===== src/pkg/sbo_pkg.sv =====
// Constants and types for the SDRAM burst-order and mode-register block
package sbo_pkg;
  localparam logic [7:0] MA_BURST = 8'h01;
  localparam logic [7:0] MA_LATENCY = 8'h02;
  localparam logic [7:0] MA_DRIVE = 8'h03;
  localparam logic [7:0] MA_TEMP = 8'h04;
  localparam logic [2:0] BURST_LEN_4 = 3'h2;
  localparam logic [2:0] BURST_LEN_8 = 3'h3;
  localparam logic [2:0] BURST_LEN_16 = 3'h4;
  localparam int BURST_TYPE_BIT = 3;
  localparam int WRAP_CTRL_BIT = 4;
  localparam int TUF_BIT = 7;
  localparam int HOT_BIT = 2;
  localparam logic [7:0] BURST_RESET = 8'h22;
  localparam logic [3:0] LAT_RESET = 4'h1;
  localparam logic [3:0] RL_DEFAULT = 4'h3;
  localparam logic [3:0] WL_DEFAULT = 4'h1;
  localparam logic [3:0] DRIVE_RESET = 4'h2;
  localparam logic [2:0] RATE_RESET = 3'h3;
  localparam logic [2:0] RATE_RESERVED = 3'h4;
  localparam logic [2:0] RATE_DERATE = 3'h6;
  localparam logic [3:0] DRIVE_R5 = 4'h5;
  localparam logic [3:0] DRIVE_MAX = 4'h7;
  localparam logic [3:0] LAT_MAX = 4'h6;
  localparam int COL_W = 9;
  typedef enum logic [1:0] {SBO_IDLE, SBO_BURST} sbo_state_t;
endpackage


===== src/rtl/sbo_latency_rom.sv =====
// Registered decode of the latency code into read and write latency
`timescale 1ns/100ps
module sbo_latency_rom (
  // Clock and reset
  input wire logic core_clk,
  input wire logic srst,
  // Code in, latencies out
  input wire logic [3:0] code,
  output logic [3:0] read_latency,
  output logic [3:0] write_latency
);
  always_ff @(posedge core_clk)
  begin
    if (srst)
    begin
      read_latency <= sbo_pkg::RL_DEFAULT;
      write_latency <= sbo_pkg::WL_DEFAULT;
    end
    else
    begin
      case (code)
        4'h1:
        begin
          read_latency <= 4'h3;
          write_latency <= 4'h1;
        end
        4'h2:
        begin
          read_latency <= 4'h4;
          write_latency <= 4'h2;
        end
        4'h3:
        begin
          read_latency <= 4'h5;
          write_latency <= 4'h2;
        end
        4'h4:
        begin
          read_latency <= 4'h6;
          write_latency <= 4'h3;
        end
        4'h5:
        begin
          read_latency <= 4'h7;
          write_latency <= 4'h4;
        end
        4'h6:
        begin
          read_latency <= 4'h8;
          write_latency <= 4'h4;
        end
        default:
        begin
          read_latency <= read_latency;
          write_latency <= write_latency;
        end
      endcase
    end
  end
endmodule // sbo_latency_rom


===== src/rtl/sbo_mode_regs.sv =====
// Mode registers and burst column sequencer of the SDRAM core
`timescale 1ns/100ps
module sbo_mode_regs (
  // Clock and reset
  input wire logic core_clk,
  input wire logic srst,
  // Mode register access
  input wire logic mr_write,
  input wire logic mr_read,
  input wire logic [7:0] mr_addr,
  input wire logic [7:0] mr_wdata,
  output logic [7:0] mr_rdata,
  output logic mr_rvalid,
  // Temperature sensor, asynchronous
  input wire logic [2:0] sensor_rate,
  // Burst start, column without its lowest bit
  input wire logic burst_start,
  input wire logic [7:0] start_col_hi,
  output logic [8:0] burst_col,
  output logic burst_valid,
  // Decoded settings
  output logic [3:0] read_latency,
  output logic [3:0] write_latency,
  output logic [3:0] drive_strength,
  output logic [2:0] burst_length,
  output logic burst_type,
  output logic wrap_control,
  output logic over_85c
);
  logic [7:0] burst_reg;
  logic [3:0] lat_code;
  logic [2:0] rate_s1;
  logic [2:0] rate_s2;
  logic [2:0] rate_seen;
  logic rate_take;
  logic [2:0] refresh_rate;
  logic temp_update_flag;
  logic [4:0] beats_left;
  logic [8:0] base_col;
  logic [3:0] wrap_mask;
  logic [8:0] next_col;
  sbo_pkg::sbo_state_t state;

  function automatic logic [3:0] len_mask(input logic [2:0] len);
    case (len)
      sbo_pkg::BURST_LEN_4: len_mask = 4'h3;
      sbo_pkg::BURST_LEN_8: len_mask = 4'h7;
      default: len_mask = 4'hF;
    endcase
  endfunction

  function automatic logic [4:0] len_beats(input logic [2:0] len);
    case (len)
      sbo_pkg::BURST_LEN_4: len_beats = 5'h04;
      sbo_pkg::BURST_LEN_8: len_beats = 5'h08;
      default: len_beats = 5'h10;
    endcase
  endfunction

  sbo_latency_rom u_lat (
    .core_clk(core_clk),
    .srst(srst),
    .code(lat_code),
    .read_latency(read_latency),
    .write_latency(write_latency)
  );

  // Configuration writes; read-only addresses fall through untouched
  always_ff @(posedge core_clk)
  begin
    if (srst)
    begin
      burst_reg <= sbo_pkg::BURST_RESET;
      lat_code <= sbo_pkg::LAT_RESET;
      drive_strength <= sbo_pkg::DRIVE_RESET;
    end
    else if (mr_write)
    begin
      case (mr_addr)
        sbo_pkg::MA_BURST:
          burst_reg <= mr_wdata;
        sbo_pkg::MA_LATENCY:
          if (mr_wdata[3:0] != 4'h0 && mr_wdata[3:0] <= sbo_pkg::LAT_MAX)
            lat_code <= mr_wdata[3:0];
        sbo_pkg::MA_DRIVE:
          if (mr_wdata[3:0] != 4'h0 && mr_wdata[3:0] != sbo_pkg::DRIVE_R5
              && mr_wdata[3:0] <= sbo_pkg::DRIVE_MAX)
            drive_strength <= mr_wdata[3:0];
        default:
          burst_reg <= burst_reg;
      endcase
    end
  end

  assign burst_length = burst_reg[2:0];
  assign burst_type = burst_reg[sbo_pkg::BURST_TYPE_BIT];
  assign wrap_control = burst_reg[sbo_pkg::WRAP_CTRL_BIT];

  // Sensor synchroniser
  always_ff @(posedge core_clk)
  begin
    if (srst)
    begin
      rate_s1 <= sbo_pkg::RATE_RESET;
      rate_s2 <= sbo_pkg::RATE_RESET;
      rate_seen <= sbo_pkg::RATE_RESET;
    end
    else
    begin
      rate_s1 <= sensor_rate;
      rate_s2 <= rate_s1;
      rate_seen <= rate_s2;
    end
  end

  // Code is taken only after standing two cycles, so bit skew on the word never lands
  assign rate_take = rate_s2 == rate_seen && rate_s2 != sbo_pkg::RATE_RESERVED;

  // Refresh field holds last legal code; reserved code is not reported
  always_ff @(posedge core_clk)
  begin
    if (srst)
      refresh_rate <= sbo_pkg::RATE_RESET;
    else if (rate_take)
      refresh_rate <= rate_s2;
  end

  assign over_85c = refresh_rate[sbo_pkg::HOT_BIT];

  // Update flag: a change in the read cycle wins over the clear
  always_ff @(posedge core_clk)
  begin
    if (srst)
      temp_update_flag <= 1'b0;
    else if (rate_take && rate_s2 != refresh_rate)
      temp_update_flag <= 1'b1;
    else if (mr_read && mr_addr == sbo_pkg::MA_TEMP)
      temp_update_flag <= 1'b0;
  end

  // Read data; write-only registers read as zero
  always_ff @(posedge core_clk)
  begin
    if (srst)
    begin
      mr_rdata <= 8'h00;
      mr_rvalid <= 1'b0;
    end
    else
    begin
      mr_rvalid <= mr_read;
      if (mr_read && mr_addr == sbo_pkg::MA_TEMP)
        mr_rdata <= {temp_update_flag, 4'h0, refresh_rate};
      else
        mr_rdata <= 8'h00;
    end
  end

  // Burst sequencer
  assign next_col = {base_col[8:4], (base_col[3:0] & ~wrap_mask)
    | ((burst_col[3:0] + 4'h1) & wrap_mask)};

  always_ff @(posedge core_clk)
  begin
    if (srst)
    begin
      state <= sbo_pkg::SBO_IDLE;
      beats_left <= 5'h00;
      base_col <= 9'h000;
      burst_col <= 9'h000;
      wrap_mask <= 4'hF;
      burst_valid <= 1'b0;
    end
    else
    begin
      case (state)
        sbo_pkg::SBO_IDLE:
          if (burst_start)
          begin
            base_col <= {start_col_hi, 1'b0};
            burst_col <= {start_col_hi, 1'b0};
            // No-wrap bursts count straight through the column
            wrap_mask <= wrap_control ? 4'hF : len_mask(burst_length);
            beats_left <= len_beats(burst_length) - 5'h01;
            burst_valid <= 1'b1;
            state <= sbo_pkg::SBO_BURST;
          end
          else
            burst_valid <= 1'b0;
        sbo_pkg::SBO_BURST:
          if (beats_left == 5'h00)
          begin
            burst_valid <= 1'b0;
            state <= sbo_pkg::SBO_IDLE;
          end
          else
          begin
            burst_col <= wrap_mask == 4'hF && wrap_control
              ? burst_col + 9'h001 : next_col;
            beats_left <= beats_left - 5'h01;
          end
        default:
          state <= sbo_pkg::SBO_IDLE;
      endcase
    end
  end

  a_tuf_clear_read: assert property (@(posedge core_clk) disable iff (srst)
    mr_read && mr_addr == sbo_pkg::MA_TEMP && $stable(rate_s2)
      && rate_s2 == refresh_rate |=> !temp_update_flag)
    else $error("update flag not cleared by read");
  a_tuf_set_change: assert property (@(posedge core_clk) disable iff (srst)
    $changed(refresh_rate) |-> temp_update_flag)
    else $error("update flag missing after rate change");
  a_burst_wrap16: assert property (@(posedge core_clk) disable iff (srst)
    state == sbo_pkg::SBO_BURST && beats_left != 5'h00 && wrap_mask == 4'hF
      && !wrap_control |=> burst_col[3:0] == $past(burst_col[3:0]) + 4'h1
      && burst_col[8:4] == $past(burst_col[8:4]))
    else $error("16-beat wrap order broken");
  a_lsb_zero: assert property (@(posedge core_clk) disable iff (srst)
    state == sbo_pkg::SBO_IDLE && burst_start |=> burst_valid && burst_col[0] == 1'b0)
    else $error("column lsb not zero");
  a_burst_len: assert property (@(posedge core_clk) disable iff (srst)
    state == sbo_pkg::SBO_IDLE && burst_start && burst_length == sbo_pkg::BURST_LEN_4
      && !wrap_control |=> burst_valid [*4] ##1 !burst_valid)
    else $error("4-beat burst length wrong");
  a_hot_flag: assert property (@(posedge core_clk) disable iff (srst)
    over_85c == (refresh_rate >= 3'h4))
    else $error("hot indication wrong");
  a_no_reserved: assert property (@(posedge core_clk) disable iff (srst)
    refresh_rate != sbo_pkg::RATE_RESERVED)
    else $error("reserved rate reported");
  a_drive_legal: assert property (@(posedge core_clk) disable iff (srst)
    mr_write && mr_addr == sbo_pkg::MA_DRIVE && mr_wdata[3:0] == sbo_pkg::DRIVE_R5
      |=> $stable(drive_strength))
    else $error("reserved drive code taken");
  a_ro_write: assert property (@(posedge core_clk) disable iff (srst)
    mr_write && mr_addr == sbo_pkg::MA_TEMP |=> $stable(burst_reg)
      && $stable(lat_code) && $stable(drive_strength))
    else $error("read-only write changed state");
endmodule // sbo_mode_regs


===== config.mk =====
export PLATFORM = sky130hd
export DESIGN_NAME = sbo_mode_regs
export DESIGN_NICKNAME = d
export VERILOG_FILES = /design/src/pkg/sbo_pkg.sv /design/src/rtl/sbo_latency_rom.sv /design/src/rtl/sbo_mode_regs.sv
export SDC_FILE = /design/constraint.sdc
export NUM_CORES = 1
export LEC_CHECK = 0
export BUFFER_PORTS_ARGS = -buffer_cell sky130_fd_sc_hd__buf_2
export CAP_MARGIN = 10
export CORE_UTILIZATION = 40
export DETAILED_ROUTE_END_ITERATION = 7
export GPL_ROUTABILITY_DRIVEN = 0
export MAX_ROUTING_LAYER = met4
export SLEW_MARGIN = 10
export SYNTH_ARGS = -nofsm -noshare
export SYNTH_HDL_FRONTEND = slang
export SYNTH_SLANG_ARGS = --single-unit

===== constraint.sdc =====
create_clock -name core_clk -period 2.1 [get_ports core_clk]
set_input_delay 0.63 -clock core_clk [delete_from_list [all_inputs] [get_ports core_clk]]
set_output_delay 0.63 -clock core_clk [all_outputs]
set_load 0.02 [all_outputs]

# After elaboration in Yosys (flattened, before gate mapping)
# Cells that the tools add are included.
# Widths: inputs -> output; s select.
[word_totals]
mem_bits_rw = 0
inputBits = 32
memories = 0
latchBits = 0
wordCells = 98
output_inout_bits = 37
regBits = 72
mem_bits_ro = 0
[classes]
n_eq_ne = 21
n_reduce_logical = 24
n_shift = 0
order_cmp = 2
n_mux = 23
addsub = 4
mul = 0
n_div = 0
bitwise_logic = 5
[op_table]
columns = ["op", "count"]
rows = [
  ["$mux 9", 3],
  ["$mux 5", 5],
  ["$pmux 4 s6", 1],
  ["$pmux 5 s2", 2],
  ["$pmux 9 s2", 1],
  ["$eq 8x2->1 const B", 2],
  ["$pmux 4 s4", 1],
  ["$eq 4x3->1 const B", 3],
  ["$sub 5x1->5 const B", 2],
  ["$add 9x1->9 const B", 1],
  ["$reduce_and 3->1", 3],
  ["$and 4x4->4", 2],
  ["$eq 4x2->1 const B", 2],
  ["$eq 8x1->1 const B", 1],
  ["$eq 8x3->1 const B", 1],
  ["$le 4x3->1 const B", 2],
  ["$pmux 4 s2", 1],
  ["$reduce_and 2->1", 4],
  ["$reduce_bool 4->1", 2],
  ["$logic_and 1x1->1", 7],
  ["$eq 3x2->1 const B", 2],
  ["$ne 2x2->1 const B", 3],
  ["$reduce_bool 6->1", 1],
  ["$reduce_or 2->1", 3],
  ["19 further kinds", 24],
]

# Depth between registers and ports, before layout
[logic_depth]
depth_word = 8
ltp_mapped = 7

# By module
# From an unflattened synthesis, not the netlist that was laid out.
[unflattened]
cells_unflattened = 336
area_unflattened_um2 = 2982.9
[by_module_without_submodules]
columns = ["mod", "area_each_um2", "cells_each", "n_inst"]
rows = [
  ["sbo_mode_regs", 2529.9, 283, 1],
  ["sbo_latency_rom", 452.9, 53, 1],
]

# Worst setup path before layout
# Ideal clock, no wire load.
[synth_path]
path_type = "input to register"
from = "input port mr_addr[5]"
to = "register drive_strength[0]"
t_arrival_ps = 1893
path_stages = 4
required_time_ps = 2028
setup_ps = 72
slack_ps = 135
n_path_buf = 0
cell_sequence = "or4_4 > nor4b_2 > nor3b_4 > mux2i_1"
[synth_via]
elab_chain_len = 2
[synth_lines]
columns = ["item", "line_no", "text"]
rows = [
  ["from (decl)", "sbo_mode_regs.sv:10", "input wire logic [7:0] mr_addr,"],
  ["$eq 8x2->1", "sbo_mode_regs.sv:79", "case (mr_addr)"],
  ["$reduce_and 3->1 (no source line)", "n/a", ""],
  ["to (signal assigned)", "sbo_mode_regs.sv:75", "drive_strength <= sbo_pkg::DRIVE_RESET;"],
  ["to (signal assigned)", "sbo_mode_regs.sv:88", "drive_strength <= mr_wdata[3:0];"],
  ["to (decl)", "sbo_mode_regs.sv:24", "output logic [3:0] drive_strength,"],
]
# Every way passes these cells.
# A chain may end at the register's enable or synchronous reset.

# Worst setup path after layout
[layout_path]
from = "input port mr_addr[5]"
to = "register lat_code[2]"
[layout_via]
elab_chain_len = 2
[layout_lines]
columns = ["item", "line_no", "text"]
rows = [
  ["$eq 8x2->1", "sbo_mode_regs.sv:79", ""],
  ["$reduce_and 3->1 (no source line)", "n/a", ""],
  ["to (signal assigned)", "sbo_mode_regs.sv:74", "lat_code <= sbo_pkg::LAT_RESET;"],
  ["to (signal assigned)", "sbo_mode_regs.sv:84", "lat_code <= mr_wdata[3:0];"],
  ["to (decl)", "sbo_mode_regs.sv:31", "logic [3:0] lat_code;"],
]
# Every way passes these cells.

==> impl_metrics.py <==
metrics = {
    "drt": {
        "via_per_inst": 4.968,
        "first_pass_iters": 4,
        "antenna_left": 0,
        "wl_per_cell_um": 12.74,
        "vias": 2459,
        "dr.first_iter.drc_count": 132,
        "wl_um": 6305,
        "drc": 0,
    },
    "clock_tree": {
        "holdBufCountCts": 0,
        "post_cts_buffers": 0,
        "cts_tree": "done",
        "cts_resized": 0,
        "clock_path_buffers": 2,
        "clock-sinks": 63,
        "ctsRootBufferMaster": "clkbuf_8",
        "insertion_delay_ns": 0.33,
        "clk_pin_slew_ns": 0.07,
        "cts_buffers": 9,
        "htreeDepth": 3,
    },
    "grt": {
        "track_usage_pct": 18.55,
        "grt_start_max_net_pins": 30,
        "grt_pass1_wl_um": 10360,
        "grt_overflow": 0,
        "first_global_vias": 2167,
        "antenna_found_initial": 0,
    },
    "finish": {
        "stdcell_area_um2": 3493,
        "nNetsFinal": 428,
        "top_regs": "burst_col x9, base_col x7",
        "syn2layout_area_growth_pct": 22.19,
        "largest-register": "burst_col",
        "fin_util_pct": 51.14,
        "final_layout_size_suffix_gt1_share_pct": 26.07,
        "largest_register_ff_count": 9,
        "diodes": 0,
    },
    "placed_design": {
        "pre_cts_ws_ns": -0.08949,
        "port_buffers": 60,
        "hpwl_um": 4382,
        "postPlaceCellArea_um2": 3269,
    },
    "sta": {
        "rsz0062_at_grt": "false",
        "slew_headroom_pct": 65.28,
        "drv_slew": 0,
        "fmax_mhz": 528.6,
        "timing.final.crit_share_pct": 90.08,
        "fin_skew_ns": 0.01007,
        "tns_ns": 0,
        "worstMarginPinSlew_ns": 0.5177,
        "setup_violations": 0,
        "setup_ws_ns": 0.2083,
        "hold_viol_final": 0,
        "fin_crit_ns": 1.892,
    },
    "yosys": {
        "synth.avg_cell_area_um2": 8.637,
        "yosys.area_share.adder_pct": 0.8753,
        "synthSimpleGateAreaFrac_pct": 22.89,
        "synth_xor_area_share_pct": 3.370,
        "ys_warn_count": 0,
        "synthFlopType": "dfxtp_1",
        "synth_compound_area_share_pct": 17.81,
        "synth_enable_flop_cells": 0,
        "ys_ff_latch": 63,
        "netlist_instances": 331,
        "synth_seq_area_share_pct": 44.11,
        "syn-cell-area_um2": 2859,
        "ys_types": 50,
        "synthArstFlopShare_pct": 0,
        "synthMuxAreaShare_pct": 5.996,
        "synth_top_family_by_area": "simple AND/OR/NAND/NOR gates",
    },
    "setup_path": {
        "arrival_ns": 2.14,
        "worstPathMaxFanout": 4,
        "startpoint_type": "primary input",
        "worstSetupPathType": "primary input to flop",
        "critPathRequiredTime_ns": 2.35,
        "end_kind": "flop",
    },
    "die": {
        "core_area_um2": 6832,
        "rows": 30,
        "dieArea_um2": 7489,
        "die_h_um": 86.54,
        "initial_core_util_pct": 41.85,
        "chipWidth_um": 86.54,
        "ios": 69,
    },
    "pwr": {
        "leakagePower_nw": 1.459,
        "power_density_nw_per_um2": 822.1,
        "ir_drop_uv": 364.4,
        "power.total_w": 0.002872,
    },
    "status": {
        "outcome": "completed",
    },
    "worst_hold_path": {
        "min_path_type": "flop to flop",
    },
    "run": {
        "cap_violations": 0,
    },
}
## stage by stage
step / std cells / hold WS [ns]
global route: 495 / 0.4409
detailed placement: 479 / 0.3985
finish: 495 / 0.4121
CTS: 495 / 0.4149
floorplan: 335 / 0.3895
global placement: 479 / 0.3958
## cell usage in the layout (no fill, tap or decap), types with 3 or more instances in the layout
cell,count
dfxtp_1,63
buf_2,60
nand2_1,37
nor2_1,32
o21ai_0,25
a21oi_1,23
mux2i_1,16
clkbuf_8,11
buf_4,11
a211oi_1,10
or2_2,8
xor2_1,7
inv_1,7
nand3_1,6
nor3_1,5
and2_1,5
and3_1,5
nor2b_1,5
conb_1,5
a31o_2,4
xnor2_1,4
o31ai_1,3
and4_1,3
nand2b_1,3
nor4b_1,3
o21a_1,3
## path summary, 6_finish.rpt
| check | cells after the start | slack, ns | start | endpoint |
|---|---|---|---|---|
| worst max-delay path | 5 | 0.21 | mr_addr[5] | lat_code[2]$_SDFFE_PP0P_ |
| worst min-delay path | 1 | 0.41 | rate_s1[1]$_SDFF_PP1_ | rate_s2[1]$_SDFF_PP1_ |
| worst max register to register | 5 | 0.42 | burst_col[0]$_SDFFE_PP0P_ | burst_col[8]$_SDFFE_PP0P_ |
| worst min register to register | 1 | 0.41 | rate_s1[1]$_SDFF_PP1_ | rate_s2[1]$_SDFF_PP1_ |
## cells by family (layout without fill, tap and decap cells)
group                      count (synthesis)  after routing
AOI/OAI and AO/OA                         81             81
and+or+nand+nor                          125            125
muxes                                     17             17
adders and majority gates                  2              2
other                                      1              5
xor gates and xnor gates                  11             11
DFF                                       63             63
buffers and inverters                     31             95
## area by class of cell
| class | count | area [um2] |
|---|---|---|
| fillers | 678 | 3338 |
| multi-input cells | 241 | 1475 |
| well taps | 96 | 120.1 |
| clock buffers | 13 | 158.9 |
| repair buffers | 71 | 382.9 |
| clock inverters | 3 | 65.06 |
| inverters | 8 | 30.03 |
| flip-flops and latches | 63 | 1261 |
## worst max-delay path: stages
cell and delay [ns]:
buf_2 0.09, or4_4 0.55, nor4b_2 0.29, and3_1 0.35
mux2i_1 0.23
## synth_stat cells (2+ instances only)
| cell | count | area, um2 |
|---|---|---|
| or2_2 | 8 | 50.05 |
| nand4bb_1 | 2 | 22.52 |
| o31ai_1 | 3 | 22.52 |
| buf_4 | 5 | 37.54 |
| nor3b_1 | 2 | 15.01 |
| nor2b_1 | 5 | 31.28 |
| a21oi_1 | 23 | 115.1 |
| clkbuf_1 | 14 | 52.55 |
| inv_1 | 7 | 26.28 |
| and3_1 | 5 | 31.28 |
| nor2_1 | 32 | 120.1 |
| or3_1 | 2 | 12.51 |
| buf_2 | 2 | 10.01 |
| nand3_1 | 6 | 30.03 |
| xor2_1 | 7 | 61.31 |
| nor4b_1 | 3 | 26.28 |
| o21a_1 | 3 | 22.52 |
| o21ai_0 | 25 | 125.1 |
| nand2_1 | 37 | 138.9 |
| and2_1 | 5 | 31.28 |
| and4_1 | 3 | 26.28 |
| dfxtp_1 | 63 | 1261 |
| xnor2_1 | 4 | 35.03 |
| buf_1 | 2 | 7.510 |
| ha_1 | 2 | 25.02 |
| a31oi_1 | 2 | 12.51 |
| o211ai_1 | 2 | 15.01 |
| a211oi_1 | 10 | 75.07 |
| a21o_1 | 2 | 15.01 |
| nand2b_1 | 3 | 18.77 |
| nor3_1 | 5 | 25.02 |
| mux2i_1 | 16 | 160.2 |
| a31o_2 | 4 | 35.03 |
## power breakdown
group	leakage [nW]	switching [W]	internal, W	total, W
clock	0.114	0.000453	0.000733	0.00119
sequential	0.516	0.0000654	0.00126	0.00132
combinational	0.830	0.000211	0.000152	0.000362
## routing by layer
metal | routed length, um | GRT usage [%]
met5 | 0 | -
met4 | 80 | 6.364
met3 | 293 | 4.762
met2 | 2743 | 26.05
met1 | 3188 | 25.79
(Power assumes the default switching activity.)
